<file path="src/hdl/iju_params.svh">
// constants for the interruptible jump unit
`ifndef IJU_PARAMS_SVH
`define IJU_PARAMS_SVH
`define IJU_OPC_IJMPI 8'hb3
`define IJU_OPC_IJMPF 8'hb4
`define IJU_OPC_IJMPT 8'hb5
`define IJU_DELAY 2'h3
`define IJU_SLOT_MIN 3'h2
`define IJU_SLOT_MAX 3'h4
`define IJU_RESET_PC 32'h00000000
`define IJU_SVC_EXC 2'h1
`define IJU_SVC_INT 2'h2
`define IJU_SVC_NONE 2'h0
`endif

</file>
<file path="src/hdl/iju_pkg.sv">
// types for the interruptible jump unit
package iju_pkg;
   typedef enum logic [1:0] {
      IJU_IDLE = 2'b00,
      IJU_WAIT = 2'b01
   } iju_state_e;
   typedef logic [31:0] iju_word_t;
endpackage : iju_pkg

</file>
<file path="src/hdl/iju_jump_unit.sv">
// interruptible jump unit: ijmpf, ijmpt and ijmpi resolution
// Notes on behaviour
// RULE_01: false-jump, idle, cond clear: load all counters
// RULE_02: false-jump, pending, cond clear: destination only, service
// RULE_03: exception served before interrupt
// RULE_04: false-jump with cond set: fall through
// RULE_05: false-jump guard clear: counters unchanged
// RULE_06: immediate jump, idle: load all counters
// RULE_07: immediate jump, pending: destination only, service
// RULE_08: immediate jump opcode 179, no operands
// RULE_09: branch unit, delay three, slots 2-4
// RULE_10: immediate jump guard clear: counters unchanged
// RULE_11: true-jump, idle, cond set: load all counters
// RULE_12: true-jump, pending, cond set: destination only, service
// RULE_13: true-jump with cond clear: fall through
// RULE_14: true-jump guard clear: counters unchanged
// RULE_15: destination counter kept for handler resume
`timescale 1ns/1ps
`include "iju_params.svh"
module iju_jump_unit
   import iju_pkg::*;
(
   // clock and reset
   input wire logic sys_clk,
   input wire logic resetn,
   // issue side
   input wire logic issue_valid,
   input wire logic [7:0] issue_opcode,
   input wire logic [2:0] issue_slot,
   input wire logic guard_present,
   input wire logic [31:0] guard_operand,
   input wire logic [31:0] condition_operand,
   input wire logic [31:0] target_operand,
   input wire logic [31:0] issue_modifier,
   // exception and interrupt side
   input wire logic exception_pending,
   input wire logic interrupt_pending,
   // counters and service requests
   output logic [31:0] destination_counter,
   output logic [31:0] program_counter,
   output logic [31:0] saved_counter,
   output logic pc_load,
   output logic service_exception,
   output logic service_interrupt,
   output logic issue_illegal,
   output logic jump_busy
);
   function automatic logic is_jump(input logic [7:0] opc);
      return (opc == `IJU_OPC_IJMPI) || (opc == `IJU_OPC_IJMPF) ||
             (opc == `IJU_OPC_IJMPT);
   endfunction : is_jump

   logic jump_op;
   logic slot_ok;
   logic guard_ok;
   logic cond_ok;
   logic take;
   logic [31:0] target;
   logic d_valid;
   logic d_take;
   logic [1:0] d_svc;
   logic [31:0] d_target;
   logic [1:0] svc_now;
   iju_state_e state_r;
   logic [1:0] cnt_r;

   assign jump_op = issue_valid && is_jump(issue_opcode);
   assign slot_ok = (issue_slot >= `IJU_SLOT_MIN) && (issue_slot <= `IJU_SLOT_MAX); // RULE_09
   assign guard_ok = !guard_present || guard_operand[0]; // RULE_05 RULE_10 RULE_14

   always_comb begin
      cond_ok = 1'b0;
      target = target_operand;
      case (issue_opcode)
         `IJU_OPC_IJMPF: cond_ok = !condition_operand[0]; // RULE_01 RULE_04
         `IJU_OPC_IJMPT: cond_ok = condition_operand[0]; // RULE_11 RULE_13
         `IJU_OPC_IJMPI: begin
            cond_ok = 1'b1; // RULE_08
            target = issue_modifier; // RULE_06
         end
         default: cond_ok = 1'b0;
      endcase
   end

   assign take = jump_op && slot_ok && guard_ok && cond_ok;
   assign issue_illegal = jump_op && !slot_ok;

   // pending status sampled when the jump resolves; exception first
   always_comb begin
      if (exception_pending) begin
         svc_now = `IJU_SVC_EXC; // RULE_03
      end else if (interrupt_pending) begin
         svc_now = `IJU_SVC_INT;
      end else begin
         svc_now = `IJU_SVC_NONE;
      end
   end

   iju_delay_line u_delay (
      .sys_clk(sys_clk),
      .resetn(resetn),
      .in_valid(jump_op && slot_ok),
      .in_take(take),
      .in_svc(svc_now),
      .in_target(target),
      .out_valid(d_valid),
      .out_take(d_take),
      .out_svc(d_svc),
      .out_target(d_target)
   );

   // destination counter
   always_ff @(posedge sys_clk or negedge resetn) begin
      if (!resetn) begin
         destination_counter <= `IJU_RESET_PC;
      end else if (d_valid && d_take) begin
         destination_counter <= d_target; // RULE_02 RULE_07 RULE_12 RULE_15
      end
   end

   // program and saved counters only when nothing is serviced
   always_ff @(posedge sys_clk or negedge resetn) begin
      if (!resetn) begin
         program_counter <= `IJU_RESET_PC;
         saved_counter <= `IJU_RESET_PC;
         pc_load <= 1'b0;
      end else begin
         pc_load <= d_valid && d_take && (d_svc == `IJU_SVC_NONE);
         if (d_valid && d_take && (d_svc == `IJU_SVC_NONE)) begin
            program_counter <= d_target; // RULE_01 RULE_06 RULE_11
            saved_counter <= d_target;
         end
      end
   end

   // service requests
   always_ff @(posedge sys_clk or negedge resetn) begin
      if (!resetn) begin
         service_exception <= 1'b0;
         service_interrupt <= 1'b0;
      end else begin
         service_exception <= d_valid && d_take && (d_svc == `IJU_SVC_EXC); // RULE_02 RULE_03
         service_interrupt <= d_valid && d_take && (d_svc == `IJU_SVC_INT); // RULE_07 RULE_12
      end
   end

   // delay tracker
   always_ff @(posedge sys_clk or negedge resetn) begin
      if (!resetn) begin
         state_r <= IJU_IDLE;
         cnt_r <= 2'h0;
      end else begin
         case (state_r)
            IJU_IDLE: begin
               if (take) begin
                  state_r <= IJU_WAIT;
                  cnt_r <= `IJU_DELAY - 2'h1;
               end
            end
            IJU_WAIT: begin
               if (cnt_r == 2'h0) begin
                  state_r <= take ? IJU_WAIT : IJU_IDLE;
                  cnt_r <= `IJU_DELAY - 2'h1;
               end else begin
                  cnt_r <= cnt_r - 2'h1;
               end
            end
            default: state_r <= IJU_IDLE;
         endcase
      end
   end
   assign jump_busy = (state_r == IJU_WAIT);
endmodule : iju_jump_unit

</file>
<file path="src/hdl/iju_delay_line.sv">
// delay line holding a resolved jump for the branch delay slots
`timescale 1ns/1ps
`include "iju_params.svh"
module iju_delay_line
   import iju_pkg::*;
(
   // clock and reset
   input wire logic sys_clk,
   input wire logic resetn,
   // pipeline input
   input wire logic in_valid,
   input wire logic in_take,
   input wire logic [1:0] in_svc,
   input wire logic [31:0] in_target,
   // pipeline output
   output logic out_valid,
   output logic out_take,
   output logic [1:0] out_svc,
   output logic [31:0] out_target
);
   logic [2:0] v_r;
   logic [2:0] t_r;
   logic [1:0] s_r [3];
   logic [31:0] a_r [3];

   always_ff @(posedge sys_clk or negedge resetn) begin
      if (!resetn) begin
         v_r <= 3'h0;
         t_r <= 3'h0;
      end else begin
         v_r <= {v_r[1:0], in_valid};
         t_r <= {t_r[1:0], in_take};
      end
   end

   genvar gi;
   generate
      for (gi = 0; gi < 3; gi++) begin : g_stage
         if (gi == 0) begin : g_first
            always_ff @(posedge sys_clk or negedge resetn) begin
               if (!resetn) begin
                  s_r[gi] <= `IJU_SVC_NONE;
                  a_r[gi] <= `IJU_RESET_PC;
               end else begin
                  s_r[gi] <= in_svc;
                  a_r[gi] <= in_target;
               end
            end
         end else begin : g_next
            always_ff @(posedge sys_clk or negedge resetn) begin
               if (!resetn) begin
                  s_r[gi] <= `IJU_SVC_NONE;
                  a_r[gi] <= `IJU_RESET_PC;
               end else begin
                  s_r[gi] <= s_r[gi-1];
                  a_r[gi] <= a_r[gi-1];
               end
            end
         end
      end
   endgenerate

   assign out_valid = v_r[2];
   assign out_take = t_r[2];
   assign out_svc = s_r[2];
   assign out_target = a_r[2];
endmodule : iju_delay_line

</file>
<file path="config.mk">
export PLATFORM = sky130hd
export DESIGN_NAME = iju_jump_unit
export DESIGN_NICKNAME = d
export VERILOG_FILES = /design/src/hdl/iju_pkg.sv /design/src/hdl/iju_jump_unit.sv /design/src/hdl/iju_delay_line.sv
export VERILOG_INCLUDE_DIRS = /design/src /design/src/hdl
export SDC_FILE = /design/constraint.sdc
export NUM_CORES = 1
export LEC_CHECK = 0
export BUFFER_PORTS_ARGS = -buffer_cell sky130_fd_sc_hd__buf_4
export CELL_PAD_IN_SITES_DETAIL_PLACEMENT = 2
export CELL_PAD_IN_SITES_GLOBAL_PLACEMENT = 2
export CORE_AREA = 2 2 148 150
export DETAILED_ROUTE_END_ITERATION = 8
export DIE_AREA = 0 0 150 152
export GPL_TIMING_DRIVEN = 1
export PLACE_DENSITY_LB_ADDON = 0.1
export SETUP_SLACK_MARGIN = 0.5
export SYNTH_ARGS = -nofsm -noshare
export SYNTH_HDL_FRONTEND = slang
export SYNTH_SLANG_ARGS = --single-unit
</file>
<file path="constraint.sdc">
create_clock -name sys_clk -period 1.38 [get_ports sys_clk]
set_input_delay 0.138 -clock sys_clk [delete_from_list [all_inputs] [get_ports sys_clk]]
set_output_delay 0.138 -clock sys_clk [all_outputs]
set_load 0.05 [all_outputs]
</file>
[Yosys cells after proc, flatten, opt, wreduce, memory -nomap -nowiden]
Cells that the tools add are included.
Word-level totals
  logic and storage cells: 59
  output and inout bits: 101
  register bits after elaboration: 179
  input bits: 145
Cells by class
  add/subtract/negate cells: 1
  multiplexer cells: 11
  $lt $le $gt $ge: 2
  equality and inequality tests: 8
  reduce and logical (&&, ||, !) cells: 22
Operators by type and width (number)
  32-bit two-way mux: 1
  8-bit == test, second input constant: 3
  2-bit two-way mux: 6
  1-bit logical AND: 10
  2-bit case mux with 2 select lines: 2
  2-bit logical NOT: 3
  2-bit by 1-bit == test with 1-bit output, second input constant: 2
  2-bit AND reduction: 2
  3-bit by 2-bit >= comparator with 1-bit output, second input constant: 1
  3-bit <= comparator, second input constant: 1
  1-bit logical NOT: 3
  1-bit logical OR: 3
  1-bit case mux with 3 select lines: 1
  2-bit == test, second input constant: 1
  2-bit by 1-bit != test with 1-bit output, second input constant: 1
  2-bit != test, second input constant: 1
  2-bit nonzero test: 1
  2-bit by 1-bit subtractor with 2-bit output, second input constant: 1
  1-bit two-way mux: 1

[Longest topological paths before layout]
Gate-level depths: netlist (run 1).
  word-level depth: 10
  depth in mapped cells: 4
  mapped depth without buffers: 4

[By module]
Synthesis (run 1) repeated with hierarchy kept, for this count alone.
Second synthesis, totals
  cells, all modules: 382
  area total of the unflattened synthesis: 6368.6 sq um
Modules (own cells, without submodules)
  iju_jump_unit: sequential area each 1751.7 sq um, area each 3410.8 sq um, instances 1, cells an instance 240
  iju_delay_line: sequential area each 2702.6 sq um, area each 2957.8 sq um, instances 1, cells an instance 142

[Least setup slack after synthesis (run 1)]
No wires, ideal clock.
  path type: input port to output port
  start point: in issue_opcode[6]
  end point: out issue_illegal
  setup slack: -126 ps
  cell stages on the path: 3
  path buffers: 0
  arrival time: 1368 ps
  path through: nand3b_1 a211oi_2 nor2b_1
Between the ends
  longest elaborated chain between the ends: 5
RTL lines
  start: declaration: line iju_jump_unit.sv:28  | input wire logic [7:0] issue_opcode,
  8-bit == test
  1-bit logical OR: line iju_jump_unit.sv:49  | return (opc == `IJU_OPC_IJMPI) || (opc == `IJU_OPC_IJMPF) ||
  1-bit logical OR (*): line iju_jump_unit.sv:49
  1-bit logical AND (*): line iju_jump_unit.sv:67  | assign jump_op = issue_valid && is_jump(issue_opcode);
  1-bit logical AND (*): line iju_jump_unit.sv:86  | assign issue_illegal = jump_op && !slot_ok;
  end: declaration: line iju_jump_unit.sv:45  | output logic issue_illegal,
Mark *: on every way between the ends. The rest lies on a longest branch, timed or not.

[Worst setup path after layout (run 1)]
  start point: reg u_delay.s_r, in the netlist u_delay.out_svc[1]
  end point: reg saved_counter[21]
Between the ends
  longest elaborated chain between the ends: 2
RTL lines
  start: declaration: line iju_delay_line.sv:23  | logic [1:0] s_r [3];
  start signal: indexed assignment: line iju_delay_line.sv:52  | s_r[gi] <= `IJU_SVC_NONE;
  start signal: indexed assignment: line iju_delay_line.sv:55  | s_r[gi] <= s_r[gi-1];
  2-bit logical NOT (no line)
  1-bit logical AND: line iju_jump_unit.sv:129  | if (d_valid && d_take && (d_svc == `IJU_SVC_NONE)) begin
  end signal: assignment: line iju_jump_unit.sv:125  | saved_counter <= `IJU_RESET_PC;
  end signal: assignment: line iju_jump_unit.sv:131  | saved_counter <= d_target;
  end: declaration: line iju_jump_unit.sv:41  | output logic [31:0] saved_counter,
Every way passes these cells.
A chain may end at the register's enable or synchronous reset.

==> results.sh, run 1 <==
export IMPL_insertion_delay_ps=420
export IMPL_cts_root_buf="clkbuf_16"
export IMPL_fp_dieH_um=152
export IMPL_crit_required_ps=1680
export IMPL_coreArea_um2=21400
export IMPL_routabilityCongestion=0.669
export IMPL_drv_slew=0
export IMPL_top_level_ports=246
export IMPL_setup_worst_path_end_class="flop"
export IMPL_p_comb_frac=0.072
export IMPL_totalPowerFinal_mw=11.1
export IMPL_dp_cells=789
export IMPL_syn_area_per_cell_um2=17.6
export IMPL_pre_cts_ws_ps=-185
export IMPL_synth_area_um2=6090
export IMPL_finalWorstSetupSlack_ps=-34.7
export IMPL_p_sw_mw=2.44
export IMPL_synth_edf_count=0
export IMPL_maxSlewHeadroom=0.782
export IMPL_wl_um=17200
export IMPL_async_flop_share=1.00
export IMPL_clkSlewWorstSetupHoldPaths_ps=60
export IMPL_cts_sinks=178
export IMPL_finalNonFillerCells=955
export IMPL_synth_seq_cells=178
export IMPL_post_route_period_util=1.03
export IMPL_p_sw_frac=0.220
export IMPL_whs_ps=176
export IMPL_clockBufferDepth=2
export IMPL_placement_rows=54
export IMPL_dp_hpwl_um=9570
export IMPL_yosys_top_cells_area="dfrtp_1, mux2_2, buf_4"
export IMPL_die_x_um=150
export IMPL_drv_cap=0
export IMPL_grt_pass1_wl_um=26200
export IMPL_fmax_ghz=0.707
export IMPL_path_max_fanout=10
export IMPL_ys_types=26
export IMPL_grt_max_degree=53
export IMPL_irDropWorstVdd_uv=691
export IMPL_cp_start_kind="flop"
export IMPL_status="finished, violations left"
export IMPL_violations="setup timing"
export IMPL_first_iter_violations=82
export IMPL_synthTopCellsByCount="dfrtp_1, mux2_2, buf_4"
export IMPL_synth_most_common_cell="dfrtp_1"
export IMPL_numCtsBuffers=17
export IMPL_htreeDepth=4
export IMPL_start_util=0.285
export IMPL_reg2reg_from="u_delay.out_svc[1]"
export IMPL_clock_skew_ps=11.5
export IMPL_leakage_nw=5.29
export IMPL_rr_endpoint="saved_counter[21]"
export IMPL_antenna_left=0
export IMPL_p_int_mw=8.66
export IMPL_io_buffers=183
export IMPL_p_per_area_nw_per_um2=1020
export IMPL_cts_tree="built"
export IMPL_seq_area_frac_synth=0.731
export IMPL_rrSetupSlack_ps=-30
export IMPL_area_growth_pct=78.0
export IMPL_ys_flop_type="dfrtp_1"
export IMPL_nets=809
export IMPL_final_core_util=0.508
export IMPL_clkPwrFrac=0.434
export IMPL_syn_inst=346
export IMPL_fin_setup_tns_ps=-445
export IMPL_num_vias=3978
export IMPL_yosys_area_top_type="dfrtp_1"
export IMPL_synth_nets=493
export IMPL_hold_viol_final=0
export IMPL_antenna_found_initial=0
export IMPL_rsz0062_at_grt="true"
export IMPL_min_path_cells=4
export IMPL_hp_class="in2reg"
export IMPL_track_usage=0.155
export IMPL_seqPwrFrac=0.493
export IMPL_placed_cell_area_um2=7770
export IMPL_overflow=0
export IMPL_n_antenna_cell=0
export IMPL_critPathArrivalTime_ps=1710
export IMPL_post_route_drc_count=0
export IMPL_fin_crit_ps=1410
export IMPL_layout_drive_gt1_share=0.643
export IMPL_ys_warnings_count=0
export IMPL_yosysTopAreaCellShare=0.731
export IMPL_setup_viol=23
export IMPL_worstSetupPathType="reg2reg"
export IMPL_dieArea_um2=22800
export IMPL_firstDrtPassIters=4
export IMPL_min_from="guard_operand[0]"
export IMPL_r2r_worst_path_cells=4
export IMPL_holdPathEnd="u_delay.t_r[0]"
export IMPL_grt_pass1_vias=4583
export IMPL_final_area_um2=10800
export IMPL_wl_per_cell_um=18.0
export IMPL_worst_slew_pin_slew_ps=327
export IMPL_routed_via_density=4.17
==> cells by family (layout without fill, tap and decap cells) <==
family          count (synthesis)  in the layout  synth area share
compound gates                  6              6           0.00925
simple gates                   17             17            0.0230
fa+ha+maj                       2              2           0.00411
mux                            97             97             0.179
buf+inv                        46            375            0.0528
flops                         178            178             0.731
==> what timing repair did <==
action | CTS | global route
setup endpoints to repair | 204 | 258
hold endpoints to repair | 76 | 0
gates resized for setup | 256 | 28
setup buffers | 36 | 23
pin swaps | 7 | 5
hold buffers | 67 | 0
gates cloned | 7 | 1
==> state kept, by name, summed over array words and instances, names as in the netlist, 2 cells and up <==
register and count:
u_delay.s_r 4, cnt_r 2, u_delay.v_r 3, u_delay.a_r 64
u_delay.out_svc 2, saved_counter 32, u_delay.out_target 32, u_delay.t_r 3
destination_counter 32
==> cell type report <==
cell class,instances,area [um2]
flip-flops and latches,178,4480
fillers,1933,10500
repair buffers,338,3650
inverters,5,18.8
clock buffers,20,447
clock inverters,12,149
well taps,280,350
multi-input cells,122,1750
==> layout by cell type, fill, tap and decap left out, types with 2 or more instances in the layout <==
cell             n
dlygate4sd3_1   67
inv_1            2
inv_8            2
clkbuf_1         2
buf_4          132
clkbuf_16       18
buf_12          20
clkinvlp_4       3
buf_16           6
nor2_1           2
buf_6           76
dfrtp_2         20
clkinv_4         2
nand3b_1         2
buf_8           36
mux2_4          96
dfrtp_1        158
bufinv_16        2
inv_6            3
inv_2            3
==> worst max-delay path by stage <==
stage / startpoint / endpoint / slack, ps / cells past startpoint
finish: u_delay.out_svc[1] / saved_counter[21] / -30 / 4
global route: u_delay.out_svc[1] / saved_counter[23] / -70 / 4
global placement: issue_opcode[6] / u_delay.a_r[76] / -160 / 5
detailed placement: issue_opcode[6] / u_delay.a_r[94] / -180 / 5
floorplan: issue_opcode[6] / u_delay.a_r[67] / 10 / 4
CTS: u_delay.out_svc[1] / saved_counter[5] / -40 / 4
==> power groups by stage <==
stage / combinational, mW / clock [mW] / sequential [mW]
3_3_place_gp: 0.475 / 0 / 5.55
3_5_place_dp: 0.507 / 0 / 5.57
6_report: 0.803 / 4.82 / 5.47
4_1_cts: 0.796 / 4.99 / 5.47
5_1_grt: 0.884 / 5.20 / 5.49
2_1_floorplan: 0.122 / 0 / 5.54
==> worst max-delay path, cell delays in order, from the launching register on <==
cell and delay (ps):
dfrtp_1 410, nor3_4 230, buf_12 170, buf_12 160, mux2_4 310
==> routing by layer <==
layer / vias to the layer above / GRT usage / share of wire
met1: 2059 / 0.189 / 0.40
met5: - / 0 / 0
li1: 1777 / - / -
met2: 128 / 0.267 / 0.54
met4: 0 / 0.0458 / 0.010
met3: 14 / 0.0405 / 0.051
Power figures use the tool's default switching activity.
==> inputs of run 2 (changes only) <==
Settings changed: CORE_AREA 2 2 148 150 to 2 2 142 157, DIE_AREA 0 0 150 152 to 0 0 144 159.
==> results.sh, run 2 (synthesis results as in run 1) <==
export IMPL_fin_crit_ps=1390
export IMPL_clockBufferDepth=2
export IMPL_antenna_found_initial=0
export IMPL_setup_viol=18
export IMPL_firstDrtPassIters=4
export IMPL_hp_class="in2reg"
export IMPL_wl_per_cell_um=17.7
export IMPL_grt_pass1_vias=4620
export IMPL_coreArea_um2=21200
export IMPL_post_route_drc_count=0
export IMPL_pre_cts_ws_ps=-236
export IMPL_insertion_delay_ps=420
export IMPL_dp_hpwl_um=9700
export IMPL_io_buffers=183
export IMPL_min_from="guard_operand[0]"
export IMPL_final_cell_mix="dfrtp_1, buf_4, buf_6, dlygate4sd3_1, mux2_4"
export IMPL_cts_tree="built"
export IMPL_overflow=0
export IMPL_num_vias=3876
export IMPL_area_growth_pct=73.4
export IMPL_clkSlewWorstSetupHoldPaths_ps=70
export IMPL_start_util=0.287
export IMPL_r2r_worst_path_cells=3
export IMPL_fin_setup_tns_ps=-84.5
export IMPL_routed_via_density=4.11
export IMPL_fmax_ghz=0.717
export IMPL_p_per_area_nw_per_um2=1050
export IMPL_p_int_mw=8.48
export IMPL_crit_required_ps=1680
export IMPL_rrSetupSlack_ps=-10
export IMPL_clock_skew_ps=6.55
export IMPL_drv_cap=0
export IMPL_rr_endpoint="saved_counter[24]"
export IMPL_irDropWorstVdd_uv=729
export IMPL_rsz0062_at_grt="true"
export IMPL_p_sw_frac=0.236
export IMPL_worst_slew_pin_slew_ps=331
export IMPL_leakage_nw=5.15
export IMPL_placement_rows=56
export IMPL_clkPwrFrac=0.440
export IMPL_p_sw_mw=2.62
export IMPL_n_antenna_cell=0
export IMPL_grt_max_degree=57
export IMPL_finalWorstSetupSlack_ps=-13.8
export IMPL_first_iter_violations=83
export IMPL_cp_start_kind="flop"
export IMPL_drv_slew=0
export IMPL_worstSetupPathType="reg2reg"
export IMPL_antenna_left=0
export IMPL_reg2reg_from="u_delay.out_svc[0]"
export IMPL_whs_ps=143
export IMPL_post_route_period_util=1.01
export IMPL_dieArea_um2=22900
export IMPL_track_usage=0.154
export IMPL_layout_drive_gt1_share=0.637
export IMPL_hold_viol_final=0
export IMPL_largest_register="u_delay.a_r"
export IMPL_top_level_ports=246
export IMPL_numCtsBuffers=17
export IMPL_die_x_um=144
export IMPL_setup_worst_path_end_class="flop"
export IMPL_routabilityCongestion=0.681
export IMPL_status="finished, violations left"
export IMPL_critPathArrivalTime_ps=1700
export IMPL_wl_um=16700
export IMPL_p_comb_frac=0.067
export IMPL_largest_reg_flops=64
export IMPL_maxSlewHeadroom=0.779
export IMPL_cts_sinks=178
export IMPL_grt_pass1_wl_um=26600
export IMPL_crit_end="saved_counter[24]"
export IMPL_seqPwrFrac=0.493
export IMPL_violations="setup timing"
export IMPL_path_max_fanout=17
export IMPL_crit_path_start="u_delay.out_svc[0]"
export IMPL_layout_commonest_cell="dfrtp_1"
export IMPL_nets=786
export IMPL_htreeDepth=4
export IMPL_cts_root_buf="clkbuf_16"
export IMPL_fp_dieH_um=159
export IMPL_totalPowerFinal_mw=11.1
## run 2: changes by cell type in the layout (fill, tap and decap cells not counted), moves of 3 or more
cell / before / now
mux2_2: 1 / 32
buf_4: 132 / 110
buf_8: 36 / 40
mux2_4: 96 / 65
inv_6: 3 / 0
inv_8: 2 / 7
clkinv_8: 0 / 3
buf_12: 20 / 13
## run 2: stage by stage
step | util | instances | instance area [um2]
finish | 0.497 | 942 | 10600
global route | 0.497 | 942 | 10600
floorplan | - | 346 | 6190
detailed placement | 0.367 | 797 | 7780
global placement | 0.367 | 797 | 7780
CTS | 0.485 | 923 | 10300
## run 2: worst min path at each step
| stage | endpoint | slack [ps] | cells past startpoint |
|---|---|---|---|
| 5_1_grt | u_delay.v_r[0] | 160 | 3 |
| 6_report | cnt_r[1] | 140 | 3 |
| 3_3_place_gp | u_delay.t_r[2] | 150 | 1 |
| 2_1_floorplan | cnt_r[0] | -160 | 0 |
| 3_5_place_dp | u_delay.out_target[24] | 150 | 1 |
| 4_1_cts | cnt_r[1] | 130 | 3 |
## run 2: cell type report
type | count | area [um2]
Tap cell | 290 | 363
Timing Repair Buffer | 315 | 3460
Inverter | 5 | 18.8
Fill cell | 1937 | 10700
Multi-Input combinational cell | 122 | 1620
Clock buffer | 17 | 425
Sequential cell | 178 | 4480
Clock inverter | 15 | 191
## run 2: per-layer routing
metal | vias up | share of wire | track usage | routed length (um)
li1 | 1736 | - | - | -
met1 | 2017 | 0.40 | 0.182 | 6590
met2 | 112 | 0.55 | 0.274 | 9180
met3 | 11 | 0.044 | 0.0412 | 731
met4 | 0 | 0.0097 | 0.0423 | 161
met5 | - | 0 | 0 | 0
## run 2: critical path, cell delays in order (launching register included)
cell and delay [ps]:
dfrtp_1 430, nor3_4 280, buf_12 210, mux2_2 350
## run 2: power by group through the flow
| stage | Sequential [mW] | Clock (mW) | Combinational [mW] |
|---|---|---|---|
| after global routing | 5.49 | 5.31 | 0.833 |
| final | 5.47 | 4.88 | 0.745 |
| after CTS | 5.47 | 5.10 | 0.742 |
| after detailed placement | 5.57 | 0 | 0.489 |
| after global placement | 5.55 | 0 | 0.463 |
| after floorplan | 5.54 | 0 | 0.122 |
## run 2: what timing repair did
item	in CTS	in global routing
endpoints found under the hold margin	83	0
setup endpoints to repair	204	284
pin swaps	9	5
resized for setup	235	24
hold buffers	67	0
gates cloned	6	2
setup buffers	21	17
